<file path="src/bdb_pkg.sv">
/*
 * bdb_pkg: constants shared by the object-store descriptor builder and its
 * bus slave. This covers register offsets, status fields, the fixed header
 * bytes and the built-in defaults.
 * Assumes: included by name before any bdb_* module is compiled.
 */
`default_nettype none
package bdb_pkg;
	// register byte addresses on the bus
	localparam logic [7:0] ADDR_CTRL = 8'h00;
	localparam logic [7:0] ADDR_STATUS = 8'h04;
	localparam logic [7:0] ADDR_DESC_W0 = 8'h08;
	localparam logic [7:0] ADDR_DESC_W1 = 8'h0C;
	localparam logic [7:0] ADDR_DESC_W2 = 8'h10;
	localparam int ADDR_W = 8;

	// control register fields
	localparam int CTRL_FORCE_DFLT = 0;
	localparam logic CTRL_RESET = 1'b0;

	// status register fields
	localparam int ST_BOS_LOADED = 0;
	localparam int ST_EXT_LOADED = 1;
	localparam int ST_LPM_MISMATCH = 2;
	localparam int ST_EXT_REFUSED = 3;

	// fixed header bytes, always forced
	localparam logic [7:0] BOS_LEN = 8'h05;
	localparam logic [7:0] BOS_TYPE = 8'h0F;
	localparam logic [7:0] EXT_LEN = 8'h07;
	localparam logic [7:0] EXT_TYPE = 8'h10;
	localparam logic [7:0] EXT_CAP_TYPE = 8'h02;

	// built-in defaults of the loadable fields
	localparam logic [15:0] DFLT_TOTAL_LEN = 16'h0016;
	localparam logic [7:0] DFLT_NUM_CAPS = 8'h02;
	localparam logic [31:0] DFLT_ATTR = 32'h0000_0006;

	// attribute word layout
	localparam logic [31:0] ATTR_KEEP_MASK = 32'h0000_FF1E;
	localparam int ATTR_LPM = 1;
	localparam int ATTR_BESL_ALT_HIRD = 2;
	localparam int ATTR_BASE_VALID = 3;
	localparam int ATTR_DEEP_VALID = 4;

	// byte stream of the two descriptors served here
	localparam int DESC_BYTES = 12;
	localparam int DESC_IDX_W = 5;

	// loader source codes
	localparam logic SRC_OTP = 1'b0;
	localparam logic SRC_EEPROM = 1'b1;

	// bus encodings
	localparam logic [1:0] HTRANS_NONSEQ = 2'h2;
	localparam logic HRESP_OKAY = 1'b0;
endpackage
`default_nettype wire

</file>
<file path="src/bdb_top.sv">
/*
 * bdb_top: object-store descriptor builder with its USB 2.0 extension
 * capability. It holds the loadable fields and forces the fixed header
 * bytes. It serves the 12-byte stream to the control engine and mirrors it
 * in registers on the bus.
 * Assumes: the configuration loader and the control engine run on clock,
 * and the loader pulses its strobes once per image.
 */
`timescale 1ns/1ps
`default_nettype none
module bdb_top #(
	parameter bit SS_CAPABLE = 1'b1
) (
	input wire logic clock,
	input wire logic rst_n,
	// bus
	input wire logic hsel,
	input wire logic [bdb_pkg::ADDR_W-1:0] haddr,
	input wire logic [1:0] htrans,
	input wire logic hwrite,
	input wire logic [2:0] hsize,
	input wire logic [31:0] hwdata,
	input wire logic hready,
	output logic hreadyout,
	output logic hresp,
	output logic [31:0] hrdata,
	// configuration loader
	input wire logic ld_bos_stb,
	input wire logic [15:0] ld_total_len,
	input wire logic [7:0] ld_num_caps,
	input wire logic ld_ext_stb,
	input wire logic ld_ext_src,
	input wire logic [31:0] ld_ext_attr,
	input wire logic ld_flag_stb,
	input wire logic ld_flag_present,
	input wire logic ld_stored_link_pm_capable_flag,
	// descriptor byte port of the control engine
	input wire logic desc_rd,
	input wire logic [bdb_pkg::DESC_IDX_W-1:0] desc_idx,
	output logic [7:0] desc_data,
	output logic desc_valid,
	output logic lpm_mismatch
);
	typedef struct packed {
		logic [15:0] total_len;
		logic [7:0] num_caps;
		logic [31:0] attr;
		logic flag_present;
		logic flag;
		logic bos_loaded;
		logic ext_loaded;
		logic ext_refused;
		logic force_dflt;
		logic mismatch;
		logic [7:0] desc_data;
		logic desc_valid;
	} bdb_top_s;

	bdb_top_s st_ff;
	bdb_top_s nxt_st;

	logic wr_stb;
	logic [bdb_pkg::ADDR_W-1:0] wr_addr;
	logic [31:0] wr_data;
	logic [bdb_pkg::ADDR_W-1:0] rd_addr;
	logic [31:0] rd_data;

	logic [15:0] eff_total_len;
	logic [7:0] eff_num_caps;
	logic [31:0] base_attr;
	logic [31:0] eff_attr;
	logic eff_lpm;
	logic [8*bdb_pkg::DESC_BYTES-1:0] stream;

	bdb_ahb_slave u_slv (
		.clock(clock),
		.rst_n(rst_n),
		.hsel(hsel),
		.haddr(haddr),
		.htrans(htrans),
		.hwrite(hwrite),
		.hsize(hsize),
		.hwdata(hwdata),
		.hready(hready),
		.hreadyout(hreadyout),
		.hresp(hresp),
		.hrdata(hrdata),
		.wr_stb(wr_stb),
		.wr_addr(wr_addr),
		.wr_data(wr_data),
		.rd_addr(rd_addr),
		.rd_data(rd_data)
	);

	// presented fields; force_dflt lets software fall back on the defaults
	always_comb begin
		eff_total_len = st_ff.force_dflt ? bdb_pkg::DFLT_TOTAL_LEN : st_ff.total_len;
		eff_num_caps = st_ff.force_dflt ? bdb_pkg::DFLT_NUM_CAPS : st_ff.num_caps;
		base_attr = st_ff.force_dflt ? bdb_pkg::DFLT_ATTR : st_ff.attr;
		base_attr = base_attr & bdb_pkg::ATTR_KEEP_MASK;
		// the stored flag wins over the image bit, then the forcing terms
		eff_lpm = st_ff.flag_present ? st_ff.flag : base_attr[bdb_pkg::ATTR_LPM];
		eff_lpm = eff_lpm | SS_CAPABLE;
		eff_lpm = eff_lpm | base_attr[bdb_pkg::ATTR_BESL_ALT_HIRD];
		eff_attr = base_attr;
		eff_attr[bdb_pkg::ATTR_LPM] = eff_lpm;
	end

	// byte 0 sits lowest; fixed headers never come from the image
	assign stream = {eff_attr,
		bdb_pkg::EXT_CAP_TYPE, bdb_pkg::EXT_TYPE, bdb_pkg::EXT_LEN,
		eff_num_caps, eff_total_len,
		bdb_pkg::BOS_TYPE, bdb_pkg::BOS_LEN};

	// register read mux; unmapped addresses read zero
	always_comb begin
		rd_data = 32'h0000_0000;
		unique case (rd_addr)
			bdb_pkg::ADDR_CTRL: begin
				rd_data[bdb_pkg::CTRL_FORCE_DFLT] = st_ff.force_dflt;
			end
			bdb_pkg::ADDR_STATUS: begin
				rd_data[bdb_pkg::ST_BOS_LOADED] = st_ff.bos_loaded;
				rd_data[bdb_pkg::ST_EXT_LOADED] = st_ff.ext_loaded;
				rd_data[bdb_pkg::ST_LPM_MISMATCH] = st_ff.mismatch;
				rd_data[bdb_pkg::ST_EXT_REFUSED] = st_ff.ext_refused;
			end
			bdb_pkg::ADDR_DESC_W0: begin
				rd_data = stream[31:0];
			end
			bdb_pkg::ADDR_DESC_W1: begin
				rd_data = stream[63:32];
			end
			bdb_pkg::ADDR_DESC_W2: begin
				rd_data = stream[95:64];
			end
			default: begin
				rd_data = 32'h0000_0000;
			end
		endcase
	end

	// loader, software and byte port updates
	always_comb begin
		nxt_st = st_ff;
		nxt_st.desc_valid = 1'b0;
		// the object-store fields take either nonvolatile source
		if (ld_bos_stb) begin
			nxt_st.total_len = ld_total_len;
			nxt_st.num_caps = ld_num_caps;
			nxt_st.bos_loaded = 1'b1;
		end
		// software clears the refusal flag by writing one; a new refusal wins
		if (wr_stb && wr_addr == bdb_pkg::ADDR_STATUS && wr_data[bdb_pkg::ST_EXT_REFUSED]) begin
			nxt_st.ext_refused = 1'b0;
		end
		if (wr_stb && wr_addr == bdb_pkg::ADDR_CTRL) begin
			nxt_st.force_dflt = wr_data[bdb_pkg::CTRL_FORCE_DFLT];
		end
		// an OTP image holds no attribute word, so it is refused
		if (ld_ext_stb) begin
			if (ld_ext_src == bdb_pkg::SRC_EEPROM) begin
				nxt_st.attr = ld_ext_attr;
				nxt_st.ext_loaded = 1'b1;
			end else begin
				nxt_st.ext_refused = 1'b1;
			end
		end
		if (ld_flag_stb) begin
			nxt_st.flag_present = ld_flag_present;
			nxt_st.flag = ld_stored_link_pm_capable_flag;
		end
		// mismatch shows a flag that the forced bit cannot follow
		nxt_st.mismatch = st_ff.flag_present && (st_ff.flag != eff_lpm);
		// bytes past the stream read zero
		if (desc_rd) begin
			nxt_st.desc_valid = 1'b1;
			if (desc_idx < 5'(bdb_pkg::DESC_BYTES)) begin
				nxt_st.desc_data = stream[8*desc_idx +: 8];
			end else begin
				nxt_st.desc_data = 8'h00;
			end
		end
	end

	always_ff @(posedge clock or negedge rst_n) begin
		if (!rst_n) begin
			st_ff <= '{total_len: bdb_pkg::DFLT_TOTAL_LEN, num_caps: bdb_pkg::DFLT_NUM_CAPS,
				attr: bdb_pkg::DFLT_ATTR, flag_present: 1'b0, flag: 1'b0,
				bos_loaded: 1'b0, ext_loaded: 1'b0, ext_refused: 1'b0,
				force_dflt: bdb_pkg::CTRL_RESET, mismatch: 1'b0,
				desc_data: 8'h00, desc_valid: 1'b0};
		end else begin
			st_ff <= nxt_st;
		end
	end

	assign desc_data = st_ff.desc_data;
	assign desc_valid = st_ff.desc_valid;
	assign lpm_mismatch = st_ff.mismatch;
endmodule
`default_nettype wire

</file>
<file path="src/bdb_ahb_slave.sv">
/*
 * bdb_ahb_slave: AHB-Lite slave front end for the descriptor builder.
 * Writes have no wait state. Reads insert one wait state so that hrdata
 * comes from a flop.
 * Assumes: a single master, single word transfers, and the parent answering
 * rd_data combinationally from rd_addr.
 */
`timescale 1ns/1ps
`default_nettype none
module bdb_ahb_slave (
	input wire logic clock,
	input wire logic rst_n,
	input wire logic hsel,
	input wire logic [bdb_pkg::ADDR_W-1:0] haddr,
	input wire logic [1:0] htrans,
	input wire logic hwrite,
	input wire logic [2:0] hsize,
	input wire logic [31:0] hwdata,
	input wire logic hready,
	output logic hreadyout,
	output logic hresp,
	output logic [31:0] hrdata,
	output logic wr_stb,
	output logic [bdb_pkg::ADDR_W-1:0] wr_addr,
	output logic [31:0] wr_data,
	output logic [bdb_pkg::ADDR_W-1:0] rd_addr,
	input wire logic [31:0] rd_data
);
	typedef struct packed {
		logic wr_pend;
		logic rd_pend;
		logic [bdb_pkg::ADDR_W-1:0] addr;
		logic ready;
		logic [31:0] rdata;
	} bdb_slv_s;

	bdb_slv_s st_ff;
	bdb_slv_s nxt_st;
	logic take;

	// every size is served as a whole word; hsize is accepted as is
	assign take = hsel && hready && (htrans == bdb_pkg::HTRANS_NONSEQ) && (hsize == 3'h2 || 1'b1);

	// address phase capture, one wait state on reads
	always_comb begin
		nxt_st = st_ff;
		nxt_st.wr_pend = 1'b0;
		if (st_ff.rd_pend) begin
			nxt_st.rd_pend = 1'b0;
			nxt_st.rdata = rd_data;
			nxt_st.ready = 1'b1;
		end
		if (take) begin
			nxt_st.addr = haddr;
			nxt_st.wr_pend = hwrite;
			nxt_st.rd_pend = !hwrite;
			nxt_st.ready = hwrite;
		end
	end

	always_ff @(posedge clock or negedge rst_n) begin
		if (!rst_n) begin
			st_ff <= '{wr_pend: 1'b0, rd_pend: 1'b0, addr: '0, ready: 1'b1, rdata: 32'h0000_0000};
		end else begin
			st_ff <= nxt_st;
		end
	end

	assign hreadyout = st_ff.ready;
	assign hresp = bdb_pkg::HRESP_OKAY;
	assign hrdata = st_ff.rdata;
	assign wr_stb = st_ff.wr_pend; // data phase cycle; hwdata stands now
	assign wr_addr = st_ff.addr;
	assign wr_data = hwdata;
	assign rd_addr = st_ff.addr;
endmodule
`default_nettype wire

</file>
<file path="config.mk">
export PLATFORM = sky130hd
export DESIGN_NAME = bdb_top
export DESIGN_NICKNAME = d
export VERILOG_FILES = /design/src/bdb_pkg.sv /design/src/bdb_top.sv /design/src/bdb_ahb_slave.sv
export SDC_FILE = /design/constraint.sdc
export NUM_CORES = 1
export LEC_CHECK = 0
export ABC_AREA = 0
export ABC_CLOCK_PERIOD_IN_PS = 5000
export BUFFER_PORTS_ARGS = -buffer_cell sky130_fd_sc_hd__buf_2
export CAP_MARGIN = 15
export CORE_MARGIN = 2
export CORE_UTILIZATION = 35
export CTS_CLUSTER_DIAMETER = 80
export DETAILED_ROUTE_END_ITERATION = 6
export PLACE_DENSITY = 0.69
export SYNTH_ARGS = -nofsm -noshare
export SYNTH_HDL_FRONTEND = slang
export SYNTH_SLANG_ARGS = --single-unit
</file>
<file path="constraint.sdc">
create_clock -name clock -period 5 [get_ports clock]
set_input_delay 0.75 -clock clock [delete_from_list [all_inputs] [get_ports clock]]
set_output_delay 0.75 -clock clock [all_outputs]
set_load 0.1 [all_outputs]
</file>
After elaboration in Yosys (flattened, before gate mapping)

Cells that the tools add are included.

Bits in registers: 99
Bits of input ports: 118
Logic and storage cells: 48

$lt $le $gt $ge: 1
Equality and inequality tests: 5
Shift-type cells: 1
Mux-type cells: 13
Bitwise operators: 1
Reductions and logical operators: 10

Operators with widths:

| kind                                                                         | count |
|---|---|
| 96-bit by 9-bit indexed part select with 8-bit output                        | 1 |
| 28-bit case mux with 3 select lines                                          | 1 |
| 33-bit 2-to-1 mux                                                            | 1 |
| 16-bit 2-to-1 mux                                                            | 2 |
| 8-bit by 4-bit == test with 1-bit output, second input constant              | 2 |
| 8-bit 2-to-1 mux                                                             | 2 |
| 3-bit case mux with 4 select lines                                           | 1 |
| 11-bit 2-to-1 mux                                                            | 1 |
| 8-bit by 3-bit == test with 1-bit output, second input constant              | 1 |
| 8-bit by 5-bit == test with 1-bit output, second input constant              | 1 |
| 8-bit zero test                                                              | 1 |
| 1-bit logical AND                                                            | 6 |
| 5-bit by 4-bit less-than comparator with 1-bit output, second input constant | 1 |
| 1-bit 2-to-1 mux                                                             | 4 |
| 1-bit case mux with 4 select lines                                           | 1 |
| 2-bit == test, second input constant                                         | 1 |
| 2-bit AND reduction                                                          | 1 |
| 2-bit nonzero test                                                           | 1 |
| 1-bit zero test                                                              | 1 |
| 1-bit inverter                                                               | 1 |

Logic depth before layout (Yosys ltp)

Gate-level depths: netlist of the first run.

Depth in word-level cells: 6
Mapped depth: 6

Hierarchy

A second synthesis of the first run with hierarchy kept.

Cells, all modules: 430
Area total of the unflattened synthesis: 5088.6 µm²

By module, submodules not included:

| module        | instances | cells an instance | area an instance (µm²) | seq. area each (µm²) |
|---|---|---|---|---|
| bdb_top       | 1         | 254               | 2824.0                 | 1282.5 |
| bdb_ahb_slave | 1         | 176               | 2264.7                 | 1077.3 |

Worst setup path after synthesis of the first run

Ideal clock, no wire load.

Path type: input-to-reg
Start point: input desc_idx[0] (netlist name)
End point: register st_ff (netlist bit desc_data[2])
Setup time: 126 ps
Data arrival time: 1899 ps
Data required time: 4874 ps
Slack: 2975 ps
Cell stages on the path: 5
Cells stage by stage: clkbuf_1 > clkbuf_1 > a2bb2oi_1 > o21ai_0 > a221o_1

Word-level cells in the longest chain between the ends: 2

Ends and longest elaborated chain:

| item                                                                                                                                  | line                           | source |
|---|---|---|
| from (decl)                                                                                                                           | bdb_top.sv:39                  | `input wire logic [bdb_pkg::DESC_IDX_W-1:0] desc_idx,` |
| 96-bit by 9-bit indexed part select with 8-bit output / 5-bit by 4-bit less-than comparator with 1-bit output (equally long branches) | bdb_top.sv:179, bdb_top.sv:178 |  |
| 8-bit 2-to-1 mux *                                                                                                                    | bdb_top.sv:178                 | `if (desc_idx < 5'(bdb_pkg::DESC_BYTES)) begin` |
| to (signal assigned)                                                                                                                  | bdb_top.sv:188                 | `st_ff <= '{total_len: bdb_pkg::DFLT_TOTAL_LEN, num_caps: bdb_pkg::DFLT_NUM_CAPS,` |
| to (signal assigned)                                                                                                                  | bdb_top.sv:194                 | `st_ff <= nxt_st;` |
| to (decl)                                                                                                                             | bdb_top.sv:59                  | `bdb_top_s st_ff;` |

Every way passes the cells marked *; elsewhere a longest branch is shown, timed or not.
A chain may end at the register's enable or synchronous reset.

==> results of run 1 <==
==> kinds of logic after synthesis <==
| group | share of synthesized area |
|---|---|
| simple gates | 0.103 |
| other cells | 0.000843 |
| flops | 0.531 |
| mux | 0.131 |
| compound gates | 0.136 |
| buf+inv | 0.0988 |
==> final timing paths <==
check | start | end | slack [ns] | cells after the start
min in group clock | st_ff[14] | lpm_mismatch | 0.43 | 1
worst min register to register | st_ff[14] | lpm_mismatch | 0.43 | 1
worst max register to register | u_slv.st_ff[41] | u_slv.hrdata[20] | 2.87 | 3
worst max-delay path | u_slv.st_ff[41] | u_slv.hrdata[20] | 2.87 | 3
worst min-delay path | rst_n | u_slv.hrdata[29] | 0.37 | 1
max in group asynchronous | rst_n | u_slv.hrdata[25] | 3.53 | 2
==> layout make-up <==
type	count	area, um2	area share
multi-input combinational	207	1650	0.321
timing repair buffer	107	541	0.105
inverter	12	45.0	0.00877
tap	172	215	0.0419
clock buffer	12	256	0.0500
clock inverter	4	70.1	0.0136
sequential	94	2360	0.460
==> metal layers <==
layer / GRT usage / share of wire
met5: 0 / 0
met4: 0.0580 / 0.015
met3: 0.0560 / 0.069
met2: 0.244 / 0.47
met1: 0.213 / 0.45
==> Yosys cell counts, drive strengths merged, types with 3 or more instances <==
cell type and count:
dfstp 6, or2 3, a221o 11, inv 12, nor3 3, nand2 9, clkbuf 17, nand3 6
a21oi 6, nand2b 4, mux2 50, o2bb2ai 4, o21ai 14, buf 44, a22o 19, a2bb2oi 4
dfrtp 88, nor2b 14, a32oi 3, nor2 21
==> placed cells by master, fill, tap and decap left out, types with 3 or more instances in the layout <==
cell type and n:
buf_2 105, dfrtp_1 88, mux2_2 50, nor2_1 20
a22o_1 19, nor2b_1 14, o21ai_0 14, inv_1 12
a221o_1 11, nand2_1 9, clkbuf_16 9, nand3_1 6
a21oi_1 6, dfstp_2 6, a2bb2oi_1 4, nand2b_1 4
o2bb2ai_1 4, a32oi_1 3, or2_2 3
==> power groups by stage <==
stage / sequential (uW) / clock, uW / combinational, uW
after floorplan: 892 / 0 / 243
after global placement: 910 / 0 / 303
after global routing: 910 / 800 / 333
final: 898 / 746 / 306
after detailed placement: 914 / 0 / 309
after CTS: 899 / 766 / 310
==> through the flow <==
step / cell area (um2) / utilization / setup WS (ns) / hold slack, ns / instances
after global placement: 4810 / 0.384 / 2.85 / 0.412 / 592
after CTS: 5130 / 0.410 / 2.87 / 0.368 / 608
after detailed placement: 4810 / 0.384 / 2.80 / 0.432 / 592
final: 5130 / 0.410 / 2.87 / 0.368 / 608
after floorplan: 4450 / - / 2.98 / 0.398 / 374
after global routing: 5130 / 0.410 / 2.72 / 0.394 / 608
==> flip-flops by register name, summed over array words and instances, names as in the netlist <==
register         cells
u_slv.st_ff          1
u_slv.rd_addr        8
desc_data            8
lpm_mismatch         1
st_ff               41
u_slv.hreadyout      1
desc_valid           1
u_slv.wr_stb         1
u_slv.hrdata        32
==> qor.yml, run 1 <==
cp.required_ns: 5.28
worstMarginPinSlew_ns: 0.959
cts_setup_buffers: 0
clock_latency_ns: 0.35
grt_pass1_vias: 3045
core.rowCount: 41
synth_edf_count: 0
yosysTopAreaCell: "dfrtp_1"
period_minus_slack_ns: 2.13
fin_skew_ns: 0.00744
rsz0062_at_grt: "false"
hold_violations: 0
crit_arrival_ns: 2.42
power_uw: 1950
clockPowerShare: 0.383
coreArea_mm2: 0.0125
die_w_um: 117
tns_ns: 0
yosysWarnings: 0
grtUsageTotal: 0.161
p_switching_uw: 543
synth.avg_cell_area_um2: 11.9
synth_flop_cell: "dfrtp_1"
io_buffers: 106
outcome: "completed"
fp.dieArea_mm2: 0.0136
antenna_found_initial: 0
ys_ff_latch: 94
nFillCells: 1227
synth_cell_types: 53
power_density_mw_per_mm2: 380
slew_viol_final: 0
antenna_left: 0
cp-end-kind: "flip-flop"
netlist_top_cells_area: "dfrtp_1 50%, mux2_2 13%, buf_4 7.1%, a22o_1 3.7%, dfstp_2 3.5%"
seq_power_share: 0.461
critPathLaunchType: "flip-flop"
crit_family: "simple AND/OR/NAND/NOR gates"
start_util: 0.355
relSlewSlack: 0.360
die_h_um: 117
cts_tree: "yes"
async_flop_share: 1.00
diodes: 0
cts_hold_buf: 0
crit_buf_inv: 1
worstPathCellList: "inv_1 -> nor3_1 -> a22o_1"
timing.final.crit_share: 0.427
hold_path_class: "input pin to async pin"
io_pins: 162
via_count: 3051
fin_nets: 549
syn-cell-area_mm2: 0.00445
p_int_uw: 1410
p_leak_uw: 0.00242
syn_nets: 492
ir_drop_mv: 0.187
root_buffer: "clkbuf_16"
route.detailed.drc: 0
vias_per_cell: 5.02
yosysTopAreaCellShare: 0.495
drive_gt1_frac: 0.433
grt_pass1_wl_mm: 16.4
slowest_delay_ns: 0.67
grt_max_degree: 58
dp_hpwl_mm: 7.77
area_growth_syn_to_layout_pct: 15.5
grt_overflow: 0
clk_path_buf_depth: 2
max-cap-violations: 0
synth_seq_area_share: 0.531
critPathMaxFanout: 29
pwr-share-comb: 0.157
p_sw_frac: 0.278
clk_pin_slew_ns: 0.07
ctsResizeCount: 0
routedWlPerCell_um: 17.0
setup_violations: 0
drtIter0Drc: 207
cts_buffers: 9
place.gp.congestion: 0.879
drt-total-wl_mm: 10.4
crit_slowest_cell: "nor3_1"
htreeDepth: 3
syn_inst: 374
worst-setup-path-type: "flip-flop to flip-flop"
dr.pass1.iters: 4
numClockSinks: 94
max_freq_mhz: 469
Note: power is estimated with default switching activity, not from simulation.
==> run 2, diff against run 1 <==
- ABC_CLOCK_PERIOD_IN_PS: 5000 -> 2000
- clock period: 5 -> 2 ns (I/O delays scaled with it)
==> qor.yml, run 2 (same netlist as run 1, synthesis figures left out) <==
clk_path_buf_depth: 2  # unchanged
max-cap-violations: 0  # unchanged
seq_power_share: 0.477  # +0.016
setup_violations: 0  # unchanged
cp.required_ns: 2.25  # -3.03 ns
core.rowCount: 41  # unchanged
final_cell_mix: "105 x buf_2, 88 x dfrtp_1, 50 x mux2_2"
coreArea_mm2: 0.0125  # unchanged
numPlacedInstances: 602  # +1.7%
route.detailed.drc: 0  # unchanged
worst-setup-path-type: "flip-flop to flip-flop"
dp_hpwl_mm: 8.02  # +3.1%
largest_reg_flops: 41  # unchanged
worstPathCellList: "or4_4 -> or3_4 -> o32ai_2"
fin_nets: 560  # +2.0%
grt_overflow: 0  # unchanged
final_cell_area_mm2: 0.00518  # +0.95%
critPathMaxFanout: 7  # -76%
crit_buf_inv: 0  # -1
crit_arrival_ns: 2.03  # -0.39 ns
clockPowerShare: 0.345  # -0.038
stdcell_count: 619  # +1.8%
period_minus_slack_ns: 1.78  # -0.356 ns
cts_tree: "yes"
grt_max_degree: 45  # -22%
slew_viol_final: 0  # unchanged
vias_per_cell: 5.00  # -0.39%
die_h_um: 117  # unchanged
p_int_uw: 3260  # +130%
htreeDepth: 3  # unchanged
relSlewSlack: 0.580  # +0.220
grt_pass1_vias: 3100  # +1.8%
worstMarginPinSlew_ns: 0.630  # -0.328 ns
max_freq_mhz: 563  # +20%
start_util: 0.355  # unchanged
antenna_found_initial: 0  # unchanged
io_buffers: 106  # unchanged
fin_skew_ns: 0.00807  # +0.000630 ns
critPathLaunchType: "flip-flop"
numClockSinks: 94  # unchanged
hold_violations: 0  # unchanged
hold_path_class: "input pin to flip-flop"
outcome: "completed"
p_leak_uw: 0.00245  # +1.3%
largest_register: "st_ff"
cp-end-kind: "flip-flop"
clock_latency_ns: 0.34  # about the same
die_w_um: 117  # unchanged
drive_gt1_frac: 0.445  # +0.0117
rsz0062_at_grt: "false"
p_sw_frac: 0.299  # +0.0205
grtUsageTotal: 0.163  # +0.00202
clk_pin_slew_ns: 0.07  # about the same
dr.pass1.iters: 4  # unchanged
timing.final.crit_share: 0.889  # +0.462
slowest_delay_ns: 0.61  # -0.06 ns
p_switching_uw: 1390  # +160%
pwr-share-comb: 0.178  # +0.021
routedWlPerCell_um: 17.2  # +0.72%
crit_slowest_cell: "or4_4"
tns_ns: 0  # unchanged
antenna_left: 0  # unchanged
cts_setup_buffers: 0  # unchanged
root_buffer: "clkbuf_16"
via_count: 3094  # +1.4%
layout_commonest_cell: "buf_2"
cts_buffers: 9  # unchanged
crit_family: "simple AND/OR/NAND/NOR gates"
drt-total-wl_mm: 10.6  # +2.5%
hold_ws_ns: 0.141  # -0.227 ns
power_density_mw_per_mm2: 897  # +140%
io_pins: 162  # unchanged
area_growth_syn_to_layout_pct: 16.6
grt_pass1_wl_mm: 16.7  # +2.2%
diodes: 0  # unchanged
fp.dieArea_mm2: 0.0136  # unchanged
placedInstanceArea_mm2: 0.00490  # +1.8%
ir_drop_mv: 0.521  # +180%
drtIter0Drc: 226  # +9.2%
place.gp.congestion: 0.900  # +2.3%
[run 2: changes by cell type in the layout (fill, tap and decap cells not counted), sizes merged]
cell         change
buf             +10
bufinv           -2
clkinv           +2
clkbuf           -1
clkinvlp         +1
dlygate4sd3      +1
[run 2: area by class of cell]
class / instances / area, um2
timing repair buffer: 118 / 638
tap: 172 / 215
clock buffer: 11 / 243
sequential: 94 / 2360
fill: 1237 / 7330
inverter: 12 / 45.0
multi-input combinational: 207 / 1650
clock inverter: 5 / 35.0
[run 2: final timing paths]
path                                        from                to  slack, ns  cells past startpoint
worst max-delay path            u_slv.rd_addr[5]  u_slv.hrdata[18]       0.22                      3
worst min-delay path                      hwrite   u_slv.st_ff[41]       0.14                      2
worst max register to register  u_slv.rd_addr[5]  u_slv.hrdata[18]       0.22                      3
worst min register to register         st_ff[14]      lpm_mismatch       0.43                      1
max in group asynchronous                  rst_n         st_ff[49]       0.90                      3
min in group asynchronous                  rst_n      desc_data[5]       0.40                      2
[run 2: power by group through the flow]
stage          Clock (uW)  Sequential, uW  Combinational [uW]
6_report             1600            2220                 828
5_1_grt              1720            2250                 891
4_1_cts              1650            2220                 835
3_5_place_dp            0            2260                 830
3_3_place_gp            0            2250                 814
2_1_floorplan           0            2230                 607
[run 2: stage by stage]
| step | util | power, uW | worst slack, ns |
|---|---|---|---|
| floorplan | - | 2840 | 0.268 |
| global placement | 0.391 | 3060 | 0.255 |
| detailed placement | 0.391 | 3090 | 0.229 |
| CTS | 0.414 | 4710 | 0.221 |
| global route | 0.414 | 4860 | 0.138 |
| finish | 0.414 | 4650 | 0.223 |
[run 2: worst register-to-register path: stages, from the launching register on]
cell     delay, ns
dfrtp_1       0.39
or4_4         0.61
or3_4         0.43
o32ai_2       0.26
[run 2: timing repair]
action,CTS,global route
resized for setup,0,0
hold buffers,1,0
endpoints found under the hold margin,22,0
[run 2: layer usage]
metal / routed length [um] / vias up / GRT usage
met5: 0 / - / 0
met4: 114 / 0 / 0.0424
met3: 684 / 9 / 0.0529
met2: 5130 / 93 / 0.270
met1: 4700 / 1550 / 0.206
li1: - / 1442 / -
==> run 3, diff against run 2 <==
- BUFFER_PORTS_ARGS: -buffer_cell sky130_fd_sc_hd__buf_2 -> -buffer_cell sky130_fd_sc_hd__buf_4
- MAX_ROUTING_LAYER: not set -> met4
==> qor.yml, run 3 (same netlist as run 1, synthesis figures left out) <==
setup_violations: 0  # unchanged
cts_tree: "yes"
cts_setup_buffers: 0  # unchanged
cp-end-kind: "flip-flop"
grt_pass1_vias: 3186  # +2.8%
timing.final.crit_share: 0.882  # -0.00655
layout_commonest_cell: "buf_4"
outcome: "complete, but fails checks"
hold_path_class: "input pin to async pin"
io_buffers: 106  # unchanged
route.detailed.drc: 0  # unchanged
grt_pass1_wl_mm: 16.9  # +1.2%
dr.pass1.iters: 4  # unchanged
fin_skew_ns: 0.0104  # +0.00237 ns
ctsResizeCount: 0  # unchanged
htreeDepth: 3  # unchanged
via_count: 3128  # +1.1%
drive_gt1_frac: 0.446  # +0.000998
dp_hpwl_mm: 7.88  # -1.7%
power_density_mw_per_mm2: 942  # +5.0%
numClockSinks: 94  # unchanged
area_growth_syn_to_layout_pct: 24.4
slew_viol_final: 0  # unchanged
routedWlPerCell_um: 17.3  # +0.74%
final_cell_area_mm2: 0.00553  # +6.7%
grt_max_degree: 95  # +110%
r2r_setup_slack_ns: 0.24  # about the same
fp.dieArea_mm2: 0.0136  # unchanged
max-cap-violations: 0  # unchanged
tns_ns: 0  # unchanged
worst-setup-path-type: "flip-flop to flip-flop"
violations: "negative hold slack"
antenna_left: 0  # unchanged
largest_reg_flops: 41  # unchanged
critPathLaunchType: "flip-flop"
rsz0062_at_grt: "false"
cts_buffers: 9  # unchanged
clock_latency_ns: 0.35  # about the same
drt-total-wl_mm: 10.7  # +0.57%
vias_per_cell: 5.06  # +1.3%
antenna_found_initial: 0  # unchanged
period_minus_slack_ns: 1.76  # -0.0131 ns
grt_overflow: 0  # unchanged
placedInstanceArea_mm2: 0.00516  # +5.4%
power_uw: 5210  # +12%
die_w_um: 117  # unchanged
critPathMaxFanout: 7  # unchanged
fin_nets: 559  # -0.18%
worstMarginPinSlew_ns: 0.574  # -0.0563 ns
coreArea_mm2: 0.0125  # unchanged
grtUsageTotal: 0.170  # +0.00696
drtIter0Drc: 227  # +0.44%
relSlewSlack: 0.617  # +0.0375
root_buffer: "clkbuf_16"
setup_slack_ns: 0.236  # +0.0131 ns
core.rowCount: 41  # unchanged
io_pins: 162  # unchanged
clk_path_buf_depth: 2  # unchanged
place.gp.congestion: 0.911  # +1.2%
place_ws_ns: 0.235  # +0.00658 ns
max_freq_mhz: 567  # +0.74%
final_cell_mix: "116 x buf_4, 88 x dfrtp_1, 50 x mux2_2"
largest_register: "st_ff"
ir_drop_mv: 0.482  # -7.4%
cp.required_ns: 2.25  # about the same
hold_violations: 1  # +1
clk_pin_slew_ns: 0.06  # about the same
p_leak_uw: 0.00255  # +3.8%
die_h_um: 117  # unchanged
start_util: 0.355  # unchanged
diodes: 0  # unchanged
hold_ws_ns: -0.000565  # -0.142 ns
cts_hold_buf: 0  # -1
crit_arrival_ns: 2.02  # about the same
==> run 3: cell types whose count changed in the layout (fill, tap and decap cells not counted) <==
cell / delta
clkinv_4: -2
buf_4: +105
bufinv_16: +4
clkinv_2: -2
clkinvlp_4: -1
buf_2: -105
inv_6: +1
dlygate4sd3_1: -1
==> run 3: per-stage QoR <==
| step | hold WS (ns) | util | std cells |
|---|---|---|---|
| after floorplan | 0.00441 | - | 374 |
| after global placement | 0.388 | 0.412 | 602 |
| after detailed placement | 0.397 | 0.412 | 602 |
| after CTS | 0.0258 | 0.442 | 618 |
| after global routing | 0.0477 | 0.442 | 618 |
| final | -0.000565 | 0.442 | 618 |
==> run 3: layout make-up <==
type                    count  area [um2]
inverters                  12        45.0
clock inverters             5         129
flip-flops and latches     94        2360
fillers                  1208        6990
repair buffers            117         891
multi-input cells         207        1650
clock buffers              11         243
well taps                 172         215
==> run 3: power by group <==
part,leakage [uW],internal [uW],switching [uW]
clock network,0.000180,1390,723
logic,0.00119,371,511
registers,0.00118,2070,153
==> run 3: worst paths after layout <==
kind | cells after the start | endpoint | start
max | 3 | u_slv.hrdata[18] | u_slv.rd_addr[5]
min | 2 | u_slv.hrdata[29] | rst_n
max reg2reg | 3 | u_slv.hrdata[18] | u_slv.rd_addr[5]
min reg2reg | 1 | lpm_mismatch | st_ff[14]
max in group asynchronous | 2 | st_ff[58] | rst_n
min in group clock | 1 | desc_valid | desc_rd
==> run 3: per-layer routing <==
metal	GRT usage	wire length (um)	up-vias
li1	-	-	1453
met1	0.210	4640	1545
met2	0.263	5090	113
met3	0.0535	782	17
met4	0.0604	170	0
met5	-	0	-
==> run 3: critical path: stages (launching register included) <==
cell     delay (ns)
dfrtp_1        0.39
or4_4          0.62
or3_4          0.43
o32ai_2        0.24
